--- config.mk ---
export PLATFORM = sky130hd
export DESIGN_NAME = timer16_one_shot_pulse
export DESIGN_NICKNAME = d
export VERILOG_FILES = /design/src/design/pin_edge_filter.v /design/src/design/timer16_one_shot_pulse.v
export VERILOG_INCLUDE_DIRS = /design/src /design/src/shared
export SDC_FILE = /design/constraint.sdc
export NUM_CORES = 1
export LEC_CHECK = 0
export BUFFER_PORTS_ARGS = -buffer_cell sky130_fd_sc_hd__buf_4
export CAP_MARGIN = 10
export CORE_ASPECT_RATIO = 0.6
export CORE_MARGIN = 1
export CORE_UTILIZATION = 55
export CTS_BUF_LIST = sky130_fd_sc_hd__clkbuf_16
export CTS_CLUSTER_SIZE = 8
export DETAILED_ROUTE_END_ITERATION = 16
export GPL_TIMING_DRIVEN = 0
export PLACE_DENSITY = 0.84
export SYNTH_ARGS = -nofsm -noshare
export SYNTH_HDL_FRONTEND = slang
export SYNTH_HIERARCHICAL = 1
export SYNTH_SLANG_ARGS = --single-unit
--- constraint.sdc ---
create_clock -name sys_clk -period 6.8 [get_ports sys_clk]
set_clock_uncertainty 0.15 [all_clocks]
set_input_delay 1.7 -clock sys_clk [delete_from_list [all_inputs] [get_ports sys_clk]]
set_output_delay 1.7 -clock sys_clk [all_outputs]
set_load 0.1 [all_outputs]
--- src/shared/timer16_map.vh ---
`ifndef TIMER16_MAP_VH
`define TIMER16_MAP_VH

// Mode control register fields.
`define MODE_OVF_BIT 0
`define MODE_OP_LO 2
`define MODE_OP_HI 3
`define MODE_RESET 8'h00

// Operating modes held in the two operating-mode bits.
`define OP_STOP 2'h0
`define OP_CLEAR_EDGE 2'h1
`define OP_FREE_RUN 2'h2
`define OP_CLEAR_MATCH 2'h3

// Capture/compare control register fields.
`define CCR_A_CAPTURE 0
`define CCR_A_SRC_INV 1
`define CCR_B_CAPTURE 2
`define CCR_RESET 8'h00

// Output control register fields.
`define OUT_ENABLE 0
`define OUT_LEVEL_RESET 2
`define OUT_LEVEL_SET 3
`define OUT_ONE_SHOT 5
`define OUT_TRIGGER 6
`define OUT_RESET 8'h00
`define OUT_READ_MASK 8'hb3

// Prescaler register fields.
`define PRE_SEL_LO 0
`define PRE_SEL_HI 1
`define PRE_EDGE_A_LO 4
`define PRE_EDGE_A_HI 5
`define PRE_EDGE_B_LO 6
`define PRE_EDGE_B_HI 7
`define PRE_RESET 8'h00

// Valid-edge encodings.
`define EDGE_FALL 2'h0
`define EDGE_RISE 2'h1
`define EDGE_NONE 2'h2
`define EDGE_BOTH 2'h3

// Count clock divide ratios as powers of two.
`define DIV_SHIFT_0 3'h0
`define DIV_SHIFT_1 3'h2
`define DIV_SHIFT_2 3'h4
`define DIV_SHIFT_3 3'h7

`define COUNT_RESET 16'h0000
`define COUNT_TOP 16'hffff

`endif

--- src/design/pin_edge_filter.v ---
`timescale 1ns/1ps
`default_nettype none

module pin_edge_filter (
    // Clock and reset.
    input wire sys_clk,
    input wire reset,
    // Pin and sampling control.
    input wire pin,
    input wire sample_tick,
    input wire enable,
    // Filtered edges, one cycle each.
    output reg rise,
    output reg fall
);

    reg sync_first;
    reg sync_second;
    reg sample_prev;
    reg level;

    always @(posedge sys_clk) begin
        if (reset) begin
            sync_first <= 1'b0;
            sync_second <= 1'b0;
        end else begin
            sync_first <= pin;
            sync_second <= sync_first;
        end
    end

    // A level counts only after two equal samples at the count clock, so
    // short glitches never reach the counter.  While stopped the filtered
    // level is frozen, which makes a changed pin show as an edge at start.
    always @(posedge sys_clk) begin
        if (reset) begin
            sample_prev <= 1'b0;
            level <= 1'b0;
            rise <= 1'b0;
            fall <= 1'b0;
        end else begin
            rise <= 1'b0;
            fall <= 1'b0;
            if (enable && sample_tick) begin
                sample_prev <= sync_second;
                if (sample_prev == sync_second && level != sync_second) begin
                    level <= sync_second;
                    rise <= sync_second;
                    fall <= ~sync_second;
                end
            end
        end
    end

endmodule // pin_edge_filter

`default_nettype wire

--- src/design/timer16_one_shot_pulse.v ---
// Operation
// [RULE1] Trigger bit clears and starts counter; output toggles at compare matches.
// [RULE2] If second compare exceeds first, roles swap; equal values not allowed. The code starts on compare b only when it is below compare a.
// [RULE3] Counter keeps counting after pulse; only mode 00 stops it.
// [RULE4] No new trigger while a pulse is still being output.
// [RULE5] External trigger edge also clears and starts in software trigger mode.
// [RULE6] Software loads both compare registers nonzero before one-shot use.
// [RULE7] Counter runs at once for mode other than 00; 00 stops.
// [RULE8] Start is asynchronous to count clock; first match may vary one tick.
// [RULE9] Reading the counter does not capture into the second register.
// [RULE10] Counting pauses during a counter read, giving a count error.
// [RULE11] While stopped, pin edges cause neither counting nor interrupts.
// [RULE12] Compare of zero matches on the 0000H to 0001H step.
// [RULE13] Compare below count: counter overflows and wraps before matching.
// [RULE14] Capture/compare contents are not guaranteed after stop.
// [RULE15] Output level set and reset bits always read zero.
// [RULE16] Trigger bit clears itself and always reads zero.
// [RULE17] Two count clocks between triggers; trigger only in one-shot mode.
// [RULE18] One-shot works only in free-running or clear-on-edge mode.
// [RULE19] Overflow flag sets on FFFFH to 0000H step in every running mode.
// [RULE20] Clearing the overflow flag before count reaches 0001H has no effect.
// [RULE21] Capture wins over a coinciding read; capture at stop is undefined.
// [RULE22] Software stops the timer before rewriting configuration registers.
`timescale 1ns/1ps
`default_nettype none
`include "timer16_map.vh"

module timer16_one_shot_pulse #(
    parameter WIDTH = 16
) (
    // Clock and reset.
    input wire sys_clk,
    input wire reset,
    // Register writes from software.
    input wire mode_wr,
    input wire capture_ctrl_wr,
    input wire output_ctrl_wr,
    input wire prescaler_wr,
    input wire compare_a_wr,
    input wire compare_b_wr,
    input wire [7:0] reg_wdata,
    input wire [WIDTH-1:0] compare_wdata,
    // Counter read access, high for the whole access.
    input wire counter_read,
    // Timer pins.
    input wire trigger_capture_input_a,
    input wire trigger_capture_input_b,
    output reg pulse_output_pin,
    // Register contents seen by software.
    output reg [WIDTH-1:0] main_counter16,
    output reg [WIDTH-1:0] compare_reg_a,
    output reg [WIDTH-1:0] compare_reg_b,
    output reg [7:0] mode_control_reg,
    output reg [7:0] capture_compare_control_reg,
    output reg [7:0] output_control_reg,
    output reg [7:0] prescaler_reg,
    // Events, one cycle each.
    output reg match_irq_a,
    output reg match_irq_b
);

    localparam [WIDTH-1:0] COUNT_ZERO = `COUNT_RESET;
    localparam [WIDTH-1:0] COUNT_ONE = {{(WIDTH-1){1'b0}}, 1'b1};
    localparam [WIDTH-1:0] COUNT_MAX = `COUNT_TOP;

    reg [6:0] divider;
    reg just_overflowed;
    reg pulse_armed;
    reg pulse_level;

    wire [1:0] op_mode;
    wire running;
    wire one_shot_mode;
    wire count_tick;
    wire sample_tick;
    wire rise_a;
    wire fall_a;
    wire rise_b;
    wire fall_b;
    wire edge_a;
    wire edge_a_inverse;
    wire edge_b;
    wire soft_trigger;
    wire edge_trigger;
    wire restart;
    wire a_is_capture;
    wire b_is_capture;
    wire capture_a;
    wire capture_b;
    wire match_a;
    wire match_b;
    wire overflow;
    wire start_on_b;
    wire start_match;
    wire stop_match;
    wire clear_ovf;

    // Decodes a filtered edge pair against a valid-edge selection.
    function edge_valid;
        input [1:0] sel;
        input r;
        input f;
        begin
            case (sel)
                `EDGE_FALL: edge_valid = f;
                `EDGE_RISE: edge_valid = r;
                `EDGE_BOTH: edge_valid = r | f;
                default: edge_valid = 1'b0;
            endcase
        end
    endfunction

    // Maps the prescaler selection to a count clock tick.
    function tick_of;
        input [1:0] sel;
        input [6:0] div;
        reg [2:0] shift;
        reg [6:0] mask;
        begin
            shift = `DIV_SHIFT_0;
            case (sel)
                2'h1: shift = `DIV_SHIFT_1;
                2'h2: shift = `DIV_SHIFT_2;
                2'h3: shift = `DIV_SHIFT_3;
                default: shift = `DIV_SHIFT_0;
            endcase
            mask = (7'h01 << shift) - 7'h01;
            tick_of = ((div & mask) == mask);
        end
    endfunction

    assign op_mode = mode_control_reg[`MODE_OP_HI:`MODE_OP_LO];
    assign running = (op_mode != `OP_STOP); // [RULE7]
    assign one_shot_mode = output_control_reg[`OUT_ONE_SHOT] &&
        (op_mode == `OP_FREE_RUN || op_mode == `OP_CLEAR_EDGE); // [RULE18]

    // The divider runs free and is never aligned to a start, so the first
    // match after start may come up to one count clock early or late.
    assign sample_tick = tick_of(prescaler_reg[`PRE_SEL_HI:`PRE_SEL_LO],
        divider); // [RULE8]
    assign count_tick = sample_tick && running && !counter_read; // [RULE10]

    // Index 0 is input a and index 1 is input b.
    wire [1:0] pin_in;
    wire [1:0] pin_rise;
    wire [1:0] pin_fall;

    assign pin_in = {trigger_capture_input_b, trigger_capture_input_a};

    genvar g;
    generate
        for (g = 0; g < 2; g = g + 1) begin : pin_filters
            pin_edge_filter filter (
                .sys_clk(sys_clk),
                .reset(reset),
                .pin(pin_in[g]),
                .sample_tick(sample_tick),
                .enable(running), // [RULE11]
                .rise(pin_rise[g]),
                .fall(pin_fall[g])
            );
        end
    endgenerate

    assign rise_a = pin_rise[0];
    assign fall_a = pin_fall[0];
    assign rise_b = pin_rise[1];
    assign fall_b = pin_fall[1];

    assign edge_a = running && edge_valid(
        prescaler_reg[`PRE_EDGE_A_HI:`PRE_EDGE_A_LO], rise_a, fall_a);
    assign edge_a_inverse = running && edge_valid(
        prescaler_reg[`PRE_EDGE_A_HI:`PRE_EDGE_A_LO], fall_a, rise_a);
    assign edge_b = running && edge_valid(
        prescaler_reg[`PRE_EDGE_B_HI:`PRE_EDGE_B_LO], rise_b, fall_b);

    // The trigger bit acts only in one-shot mode and is never stored.
    assign soft_trigger = output_ctrl_wr && reg_wdata[`OUT_TRIGGER] &&
        one_shot_mode; // [RULE1] [RULE16]
    // The pin stays live as a trigger even when software triggers are used.
    assign edge_trigger = edge_a &&
        (op_mode == `OP_CLEAR_EDGE || one_shot_mode); // [RULE5]
    assign restart = running && (soft_trigger || edge_trigger);

    assign a_is_capture = capture_compare_control_reg[`CCR_A_CAPTURE];
    assign b_is_capture = capture_compare_control_reg[`CCR_B_CAPTURE];
    assign capture_a = a_is_capture && (capture_compare_control_reg
        [`CCR_A_SRC_INV] ? edge_a_inverse : edge_b);
    // Only a pin edge captures; a counter read never does.
    assign capture_b = b_is_capture && edge_a; // [RULE9]

    // A match is taken on the step away from the compare value, so a
    // compare of zero fires on the 0000H to 0001H step after a wrap.
    assign match_a = count_tick && !a_is_capture &&
        main_counter16 == compare_reg_a; // [RULE12]
    assign match_b = count_tick && !b_is_capture &&
        main_counter16 == compare_reg_b; // [RULE12]
    assign overflow = count_tick && main_counter16 == COUNT_MAX; // [RULE19]

    assign start_on_b = compare_reg_b < compare_reg_a; // [RULE2]
    assign start_match = start_on_b ? match_b : match_a; // [RULE2]
    assign stop_match = start_on_b ? match_a : match_b; // [RULE2]

    assign clear_ovf = mode_wr && !reg_wdata[`MODE_OVF_BIT];

    always @(posedge sys_clk) begin
        if (reset) begin
            divider <= 7'h00;
        end else begin
            divider <= divider + 7'h01;
        end
    end

    // Configuration registers.  Software is expected to stop the timer
    // first; writes while running are taken as they come.
    always @(posedge sys_clk) begin
        if (reset) begin
            capture_compare_control_reg <= `CCR_RESET;
            prescaler_reg <= `PRE_RESET;
            output_control_reg <= `OUT_RESET;
        end else begin
            if (capture_ctrl_wr) begin
                capture_compare_control_reg <= reg_wdata; // [RULE22]
            end
            if (prescaler_wr) begin
                prescaler_reg <= reg_wdata; // [RULE22]
            end
            if (output_ctrl_wr) begin
                // Level set, level reset and trigger bits read as zero.
                output_control_reg <= reg_wdata &
                    `OUT_READ_MASK; // [RULE15] [RULE16]
            end
        end
    end

    // Mode register and overflow flag.  The hardware set wins over a
    // clear, and a clear just after the wrap is undone until 0001H.
    always @(posedge sys_clk) begin
        if (reset) begin
            mode_control_reg <= `MODE_RESET;
            just_overflowed <= 1'b0;
        end else begin
            if (mode_wr) begin
                mode_control_reg[7:1] <= reg_wdata[7:1]; // [RULE3] [RULE7]
            end
            if (overflow || just_overflowed) begin
                mode_control_reg[`MODE_OVF_BIT] <= 1'b1; // [RULE19] [RULE20]
            end else if (clear_ovf) begin
                mode_control_reg[`MODE_OVF_BIT] <= 1'b0;
            end
            if (overflow) begin
                just_overflowed <= 1'b1; // [RULE20]
            end else if (count_tick || restart || !running) begin
                just_overflowed <= 1'b0;
            end
        end
    end

    // Counter.  A restart clears it at once; otherwise it advances on the
    // count clock, clears on a compare a match in clear-on-match mode and otherwise wraps freely, so a compare below the count is only
    // reached after the wrap.  It holds its value while stopped.
    always @(posedge sys_clk) begin
        if (reset) begin
            main_counter16 <= COUNT_ZERO;
        end else if (restart) begin
            main_counter16 <= COUNT_ZERO; // [RULE1] [RULE5]
        end else if (count_tick) begin
            if (op_mode == `OP_CLEAR_MATCH &&
                main_counter16 == compare_reg_a) begin
                main_counter16 <= COUNT_ZERO; // [RULE19]
            end else begin
                main_counter16 <= main_counter16 + COUNT_ONE; // [RULE13]
            end
        end
    end

    // Capture/compare registers.  A capture takes priority over a write
    // or a read in the same cycle.  Nothing restores them on stop, so
    // their contents after stopping carry no meaning.
    always @(posedge sys_clk) begin
        if (reset) begin
            compare_reg_a <= COUNT_ZERO;
            compare_reg_b <= COUNT_ZERO;
        end else begin
            if (capture_a) begin
                compare_reg_a <= main_counter16; // [RULE21] [RULE14]
            end else if (compare_a_wr) begin
                compare_reg_a <= compare_wdata; // [RULE13]
            end
            if (capture_b) begin
                compare_reg_b <= main_counter16; // [RULE21] [RULE14]
            end else if (compare_b_wr) begin
                compare_reg_b <= compare_wdata; // [RULE13]
            end
        end
    end

    // Interrupt pulses: matches in compare mode, edges in capture mode.
    // Both stay quiet while stopped because no tick or edge exists then.
    always @(posedge sys_clk) begin
        if (reset) begin
            match_irq_a <= 1'b0;
            match_irq_b <= 1'b0;
        end else begin
            match_irq_a <= match_a || capture_a; // [RULE11] [RULE12]
            match_irq_b <= match_b || capture_b; // [RULE11] [RULE12]
        end
    end

    // One-shot pulse.  A restart arms it, the earlier compare drives the
    // output active and the later one ends it.  A trigger during a pulse
    // simply rearms; that case is outside the supported use.
    always @(posedge sys_clk) begin
        if (reset) begin
            pulse_armed <= 1'b0;
            pulse_level <= 1'b0;
            pulse_output_pin <= 1'b0;
        end else begin
            if (output_ctrl_wr && reg_wdata[`OUT_LEVEL_SET]) begin
                pulse_level <= 1'b1;
                pulse_output_pin <= output_control_reg[`OUT_ENABLE];
            end else if (output_ctrl_wr && reg_wdata[`OUT_LEVEL_RESET]) begin
                pulse_level <= 1'b0;
                pulse_output_pin <= 1'b0;
            end else if (restart && one_shot_mode) begin
                pulse_armed <= 1'b1; // [RULE1] [RULE4]
                pulse_level <= 1'b0;
                pulse_output_pin <= 1'b0;
            end else if (pulse_armed && one_shot_mode && start_match) begin
                pulse_level <= 1'b1; // [RULE1] [RULE2]
                pulse_output_pin <= output_control_reg[`OUT_ENABLE];
            end else if (pulse_armed && one_shot_mode && stop_match &&
                pulse_level) begin
                pulse_armed <= 1'b0; // [RULE1] [RULE3]
                pulse_level <= 1'b0;
                pulse_output_pin <= 1'b0;
            end else begin
                pulse_output_pin <= pulse_level &&
                    output_control_reg[`OUT_ENABLE];
            end
        end
    end

endmodule // timer16_one_shot_pulse

`default_nettype wire

### Word level (Yosys, flattened, before mapping)

Index checks and enable logic that the tools add are counted.

| word-level totals | value |
|---|---|
| register bits | 102 |
| bits in latches | 0 |
| RAM bits | 0 |
| bits in read-only memories | 0 |
| input port bits | 35 |
| word-level logic and storage cells | 146 |
| memories kept | 0 |

| operators by class | value |
|---|---|
| add/subtract/negate cells | 3 |
| multiply operators | 0 |
| div/mod/pow operators | 0 |
| $lt $le $gt $ge | 1 |
| eq/ne operators | 19 |
| shift operators | 1 |
| muxes and demuxes | 28 |
| bitwise logic cells | 10 |
| reductions and logical operators | 57 |

Operators by type and width:

| operator | number |
|---|---|
| $mux 16 | 5 |
| $eq 16x16->1 | 2 |
| $logic_and 1x1->1 | 29 |
| $mux 1 | 19 |
| $add 16x1->16 const B | 1 |
| $eq 16x16->1 const B | 1 |
| $lt 16x16->1 | 1 |
| $eq 2x2->1 const B | 6 |
| $reduce_bool 2->1 | 6 |
| $pmux 1 s3 | 3 |
| $pmux 3 s3 | 1 |
| $eq 2x1->1 const B | 4 |
| $logic_or 1x1->1 | 8 |
| $add 7x1->7 const B | 1 |
| $and 7x7->7 | 1 |
| $eq 7x7->1 | 1 |
| $not 1->1 | 7 |
| $shl 1x3->7 const A | 1 |
| $sub 7x1->7 const B | 1 |
| $reduce_or 3->1 | 2 |
| $logic_not 1->1 | 5 |
| $reduce_bool 5->1 | 1 |
| $logic_not 2->1 | 2 |
| $reduce_and 2->1 | 2 |
| 6 further kinds | 9 |

### Logic depth before layout (Yosys ltp)

Gate-level depths: netlist of run 1.

| logic depth | value |
|---|---|
| depth in word-level cells | 18 |
| mapped depth | 8 |
| depth with buffers taken out | 8 |

### By module

The synthesis of run 1 kept the hierarchy.

Modules (own cells, without submodules):

| module | instances | cells an instance | area each (µm²) | sequential area each (µm²) |
|---|---|---|---|---|
| timer16_one_shot_pulse | 1 | 553 | 4714.5 | 1801.7 |
| pin_edge_filter | 2 | 20 | 206.4 | 120.1 |

### Worst setup path after synthesis of run 1

OpenSTA, ideal clock, no wires.

| path | value |
|---|---|
| path type | input-to-reg |
| start | input output_ctrl_wr |
| end | register main_counter16[10] |
| setup time | 0.128 ns |
| arrival time | 3.337 ns |
| required time | 6.522 ns |
| slack | 3.186 ns |
| stages on the path | 7 |
| cells stage by stage | clkbuf_1 nand2_1 a211oi_1 a21o_1 a311o_1 clkbuf_1 nor2_1 |

| between the ends | value |
|---|---|
| cells in the longest elaborated chain, start to end | 5 |

RTL lines:

| item | RTL line | text |
|---|---|---|
| start: declaration | timer16_one_shot_pulse.v:37 | `input wire output_ctrl_wr,` |
| $logic_and 1x1->1 (2 in series) | timer16_one_shot_pulse.v:178 | `` assign soft_trigger = output_ctrl_wr && reg_wdata[`OUT_TRIGGER] && `` |
| $logic_or 1x1->1 | timer16_one_shot_pulse.v:183 | `assign restart = running && (soft_trigger \|\| edge_trigger);` |
| $logic_and 1x1->1 | timer16_one_shot_pulse.v:183 |  |
| $reduce_or 2->1 (no source line) | n/a |  |
| end signal: assignment | timer16_one_shot_pulse.v:272 | `main_counter16 <= main_counter16 + COUNT_ONE;` |
| end: declaration | timer16_one_shot_pulse.v:50 | `output reg [WIDTH-1:0] main_counter16,` |

Every way passes these cells.
A chain may end at the register's enable or synchronous reset.

### Worst setup path after layout of run 1

| path | value |
|---|---|
| start | input output_ctrl_wr |
| end | register main_counter16[7] |

Same word-level chain as after synthesis.

==> results of run 1 <==
==> metal layers <==
layer  wire (um)  up-vias
met5           0        -
met3        1310       30
met2        6510      244
met4         250        0
met1        7290     2350
li1            -     2269
==> metrics by stage <==
step | instance area, um2 | cells | total power, mW
2_1_floorplan | 5130 | 595 | 0.925
3_3_place_gp | 6090 | 816 | 1.01
3_5_place_dp | 6090 | 816 | 1.02
4_1_cts | 6410 | 832 | 1.55
5_1_grt | 6410 | 832 | 1.60
6_report | 6410 | 832 | 1.55
==> cells in the mapped netlist, types with 3 or more instances <==
master    number  area share, %
dfxtp_1      102             40
or3_1          3           0.37
xnor2_1       32            5.5
mux2i_1       56             11
nor3_1         8           0.78
a31oi_1        4           0.49
a211oi_1      23            3.4
a21bo_2        4           0.78
buf_4          3           0.44
nor2b_1        6           0.73
inv_1         27            2.0
and3_1         3           0.37
nor4_1        11            1.3
ha_1          20            4.9
nand4_1       13            1.6
nand2_1       42            3.1
a21o_1         4           0.59
xor2_1        19            3.2
nor2_1        92            6.7
nand2b_1       4           0.49
a21oi_1       18            1.8
buf_1          5           0.37
nand3_1       11            1.1
o21ai_0       25            2.4
clkbuf_1      33            2.4
==> worst max-delay path: cells and delay by family <==
family	cells	cell delay (ps)
buffers and inverters	2	980
AOI/OAI and AO/OA	3	1140
and+or+nand+nor	2	250
==> layout make-up <==
type / instances / area, um2
multi-input combinational: 423 / 2820
fill: 669 / 2370
sequential: 102 / 2040
timing repair buffer: 109 / 818
clock buffer: 9 / 225
buffer: 43 / 175
tap: 112 / 140
inverter: 27 / 101
clock inverter: 7 / 91.3
==> worst max-delay path by stage <==
| stage | startpoint | slack, ps | to |
|---|---|---|---|
| final | output_ctrl_wr | 2780 | main_counter16[7] |
| after global routing | output_ctrl_wr | 2610 | main_counter16[11] |
| after CTS | output_ctrl_wr | 2860 | main_counter16[7] |
| after detailed placement | output_ctrl_wr | 2500 | main_counter16[13] |
| after global placement | output_ctrl_wr | 2600 | main_counter16[7] |
| after floorplan | output_ctrl_wr | 3190 | main_counter16[10] |
==> cell families (layout without fill, tap and decap cells) <==
| group | after synthesis | after routing | share of synthesized area (%) |
|---|---|---|---|
| AOI/OAI and AO/OA | 91 | 91 | 12.0 |
| xor gates and xnor gates | 51 | 51 | 8.71 |
| adders and majority gates | 20 | 20 | 4.88 |
| buffers and inverters | 70 | 195 | 5.39 |
| DFF | 102 | 102 | 39.8 |
| muxes | 57 | 57 | 11.2 |
| other | 1 | 3 | 0.0731 |
| and+or+nand+nor | 201 | 201 | 17.9 |
==> power by group through the flow <==
stage               Sequential, mW  Combinational, mW  Clock, mW
CTS                          0.651              0.355      0.548
global placement             0.663              0.347          0
finish                       0.652              0.359      0.543
floorplan                    0.814              0.112          0
global route                 0.655              0.374      0.571
detailed placement           0.664              0.353          0
==> run_results.csv, run 1 <==
group,metric,value,unit
synthesis,synth_edf_count,0,
timing,setup_viol,0,
worst_hold_path,hp-class,"reg2reg",
worst_setup_path,crit_type,"in2reg",
global_routing,grt_max_degree,20,
routing,wl,15.4,mm
clocking,hold_buffers,0,
floorplan,die_y,76.8,um
worst_hold_path,holdPathEnd,"pin_filters[1].filter/sync_second",
worst_setup_path,timing.critical_path.arrival,4090,ps
clocking,cts_tree,"built",
pwr,p_int,1.01,mW
synthesis,async_reset_ff_share,0,%
floorplan,die_w,127,um
timing,tightest_slew,994,ps
placement,dp_hpwl,11.4,mm
pwr,switchingPower,0.543,mW
clocking,postCtsResizedCells,0,
layout,fin_util,73.0,%
worst_hold_path,holdPathStages,1,
pwr,leakagePower,2.82,nW
timing,drv_slew,0,
layout,syn_to_final_growth,25.0,%
clocking,clock_path_buffers,2,
floorplan,start_util,58.4,%
pwr,ir_drop,0.136,mV
worst_setup_path,path_cells,"clkbuf_1 -> nand2_1 -> a211oi_1 -> a21o_1 -> a311o_1 -> clkbuf_1 -> nor2_1",
routing,wl_per_cell,18.5,um
worst_setup_path,ff2ff_path_depth,7,
synthesis,synth-main-ff-cell,"dfxtp_1",
floorplan,rows,26,
layout,final_common_cell,"buf_4",
clocking,clk_pin_slew,70,ps
outcome,status,"completed",
worst_setup_path,r2r-start,"main_counter16[1]",
global_routing,grtUsageMet3,8.44,%
job,cap_viol_max_count,0,
timing,holdWs,290,ps
synthesis,syn-instance-count,593,
routing,drcViolationCount,0,
clocking,postCtsSetupBuffers,0,
layout,nets,770,
synthesis,yosys_warnings,6,
timing,slew_headroom,33.8,%
worst_setup_path,required,6870,ps
clocking,numCtsBuffers,9,
global_routing,grt_pass1_wl,24.1,mm
placement,pre_cts_ws,2500,ps
worst_setup_path,worstPathMaxFanout,10,
layout,final_cell_mix,"buf_4 (112), dfxtp_1 (102), nor2_1 (92), mux2i_1 (56), nand2_1 (42)",
worst_hold_path,hold_start,"pin_filters[1].filter/sync_first",
global_routing,track_usage,32.5,%
pwr,comb_power_share,23.1,%
timing,rsz0062_at_grt,"false",
routing,postRouteAntennaNets,0,
synthesis,postSynthAreaPerCell,8.65,um2
floorplan,core,8780,um2
routing,num_vias,4893,
pwr,seqPwrFrac,42.0,%
routing,dr.pass1.iters,5,
global_routing,grt_pass1_vias,4545,
layout,top_regs,"compare_reg_a: 16 flops, compare_reg_b: 16 flops, main_counter16: 16 flops",
timing,setup_ws,2780,ps
worst_setup_path,worstSetupEndpointType,"register",
synthesis,synth_area,5130,um2
worst_setup_path,timing.critical_path.mode_cell,"clkbuf_1",
global_routing,grt.busiest_layer,"met2",
worst_setup_path,slowest_delay,690,ps
timing,fin_crit_sh,59.1,%
floorplan,ios,118,
synthesis,seq_area_frac_synth,39.8,%
layout,num_antenna_cells,0,
global_routing,met1_usage,45.9,%
timing,hold_viol_final,0,
routing,via_per_inst,5.88,
clocking,h-tree-depth,3,
layout,drive_gt1_share,19.9,%
pwr,clkPwrFrac,34.9,%
clocking,cts_root_buffer,"clkbuf_16",
placement,port_buffers,109,
worst_setup_path,r2r_end,"main_counter16[7]",
timing,finalCriticalPeriod,4020,ps
clocking,insertion_delay,360,ps
clocking,cts.sinks,102,
worst_setup_path,crit_path_start_kind,"primary input",
floorplan,die_area,9730,um2
pwr,swShare,35.0,%
synthesis,ys_seq_elements,102,
worst_setup_path,reg2reg_slack,3740,ps
global_routing,grt_use_met2,48.4,%
synthesis,synth.distinct_cells,47,
global_routing,antenna_found_initial,0,
pwr,powerDensity,242,nW/um2
global_routing,grt.overflow.total,0,
timing,setup_tns,0,ps
routing,drt-initial-drc-count,462,
worst_setup_path,crit_slowest_cell,"a211oi_1",
placement,gp_congestion,0.921,
timing,max_freq,249,MHz
Note: power is estimated with default switching activity, not from simulation.
==> run 2, diff against run 1 <==
CORE_UTILIZATION = 54   (was 55)
PLACE_DENSITY = 0.83   (was 0.84)
clock period = 3.9 ns   (was 6.8 ns; I/O delays follow)
==> run_results.csv, run 2 (same netlist as run 1, synthesis figures left out) <==
group,metric,value,unit
outcome,status,"completed",
timing,slew_headroom,38.9,%
routing,num_vias,4821,
clocking,cts.sinks,102,
clocking,hold_buffers,0,
worst_hold_path,hp-class,"reg2reg",
worst_setup_path,reg2reg_slack,840,ps
worst_setup_path,timing.critical_path.mode_cell,"clkbuf_1",
placement,dp_hpwl,11.3,mm
job,cap_viol_max_count,0,
timing,rsz0062_at_grt,"false",
floorplan,rows,27,
placement,gp_congestion,0.908,
worst_setup_path,r2r-start,"main_counter16[1]",
layout,nets,770,
timing,finalCriticalPeriod,3310,ps
clocking,numCtsBuffers,9,
worst_setup_path,crit_path_start_kind,"primary input",
global_routing,grt_pass1_wl,23.9,mm
routing,via_per_inst,5.67,
floorplan,die_area,9900,um2
layout,num_antenna_cells,0,
timing,setup_tns,0,ps
clocking,cts_tree,"built",
global_routing,grt_pass1_vias,4582,
pwr,leakagePower,2.80,nW
clocking,postCtsSetupBuffers,0,
placement,pre_cts_ws,310,ps
layout,fillers,768,
worst_setup_path,crit_slowest_cell,"a211oi_1",
routing,wl_per_cell,18.0,um
routing,postRouteAntennaNets,0,
routing,dr.pass1.iters,5,
worst_setup_path,cp-startpoint,"output_ctrl_wr",
timing,tightest_slew,916,ps
floorplan,die_w,128,um
routing,wl,15.3,mm
layout,syn_to_final_growth,24.8,%
global_routing,grt_max_degree,19,
worst_setup_path,slowest_delay,750,ps
worst_setup_path,timing.critical_path.arrival,3380,ps
floorplan,ios,118,
worst_setup_path,worstSetupEndpointType,"register",
timing,fin_crit_sh,84.9,%
global_routing,antenna_found_initial,0,
floorplan,core,9190,um2
layout,multiInputGateArea,2820,um2
pwr,p_int,1.69,mW
pwr,powerDensity,412,nW/um2
routing,drt-initial-drc-count,464,
worst_hold_path,hold_start,"pin_filters[0].filter/sync_first",
layout,final_cell_mix,"buf_4 (112), dfxtp_1 (102), nor2_1 (92), mux2i_1 (56), nand2_1 (42)",
timing,max_freq,302,MHz
pwr,clkPwrFrac,33.1,%
clocking,postCtsResizedCells,0,
clocking,h-tree-depth,3,
timing,drv_slew,0,
layout,drive_gt1_share,19.7,%
routing,drcViolationCount,0,
placement,port_buffers,109,
timing,setup_ws,588,ps
global_routing,grt.overflow.total,0,
clocking,cts_root_buffer,"clkbuf_16",
clocking,insertion_delay,350,ps
timing,hold_viol_final,0,
pwr,swShare,35.8,%
pwr,ir_drop,0.271,mV
clocking,clock_path_buffers,2,
worst_setup_path,crit_type,"in2reg",
pwr,comb_power_share,23.7,%
worst_setup_path,required,3970,ps
layout,final_common_cell,"buf_4",
clocking,clk_pin_slew,70,ps
timing,setup_viol,0,
worst_setup_path,worstPathMaxFanout,10,
floorplan,die_y,77.5,um
worst_setup_path,path_cells,"clkbuf_1 -> nand2_1 -> a211oi_1 -> a21o_1 -> a311o_1 -> clkbuf_1 -> nor2_1",
layout,seqCellArea,2040,um2
layout,top_regs,"compare_reg_a: 16 flops, compare_reg_b: 16 flops, main_counter16: 16 flops",
floorplan,start_util,55.8,%
pwr,seqPwrFrac,43.2,%
pwr,switchingPower,0.943,mW
global_routing,track_usage,31.5,%
==> run 2: cell type report <==
type	instances	area share [%]
multi-input combinational	423	44.0
clock inverter	7	0.880
sequential	102	31.9
timing repair buffer	109	12.8
tap	130	2.54
inverter	27	1.58
clock buffer	9	3.52
buffer	43	2.74
==> run 2: worst paths after layout <==
check | end | cells past startpoint
setup reg to reg | main_counter16[7] | 7
hold / removal | pin_filters[0].filter/sync_second | 1
setup / recovery | main_counter16[7] | 7
hold reg to reg | pin_filters[0].filter/sync_second | 1
==> run 2: power by group through the flow <==
stage / Sequential [mW] / Clock (mW) / Combinational (mW)
CTS: 1.13 / 0.876 / 0.619
finish: 1.14 / 0.872 / 0.624
global route: 1.14 / 0.919 / 0.654
detailed placement: 1.16 / 0 / 0.615
global placement: 1.16 / 0 / 0.606
floorplan: 1.42 / 0 / 0.195
==> run 2: layer usage <==
metal,track usage [%],vias up,wire length (um)
li1,-,2265,-
met5,5.35,-,52
met2,46.8,267,6430
met1,45.2,2255,7210
met3,7.38,32,1360
met4,7.65,2,212
==> run 2: stage by stage <==
step | utilization (%) | cells | hold WS [ps] | cell area (um2) | total power, mW
after CTS | 69.6 | 850 | 307 | 6400 | 2.63
final | 69.6 | 850 | 302 | 6400 | 2.63
after detailed placement | 66.6 | 834 | 281 | 6120 | 1.77
after global placement | 66.6 | 834 | 268 | 6120 | 1.76
after global routing | 69.6 | 850 | 309 | 6400 | 2.71
after floorplan | - | 595 | 264 | 5130 | 1.61
==> run 2: worst max-delay path, delay by kind of cell <==
kind            cells  cell delay [ps]
compound gates      3             1200
buf+inv             2              910
simple gates        2              270
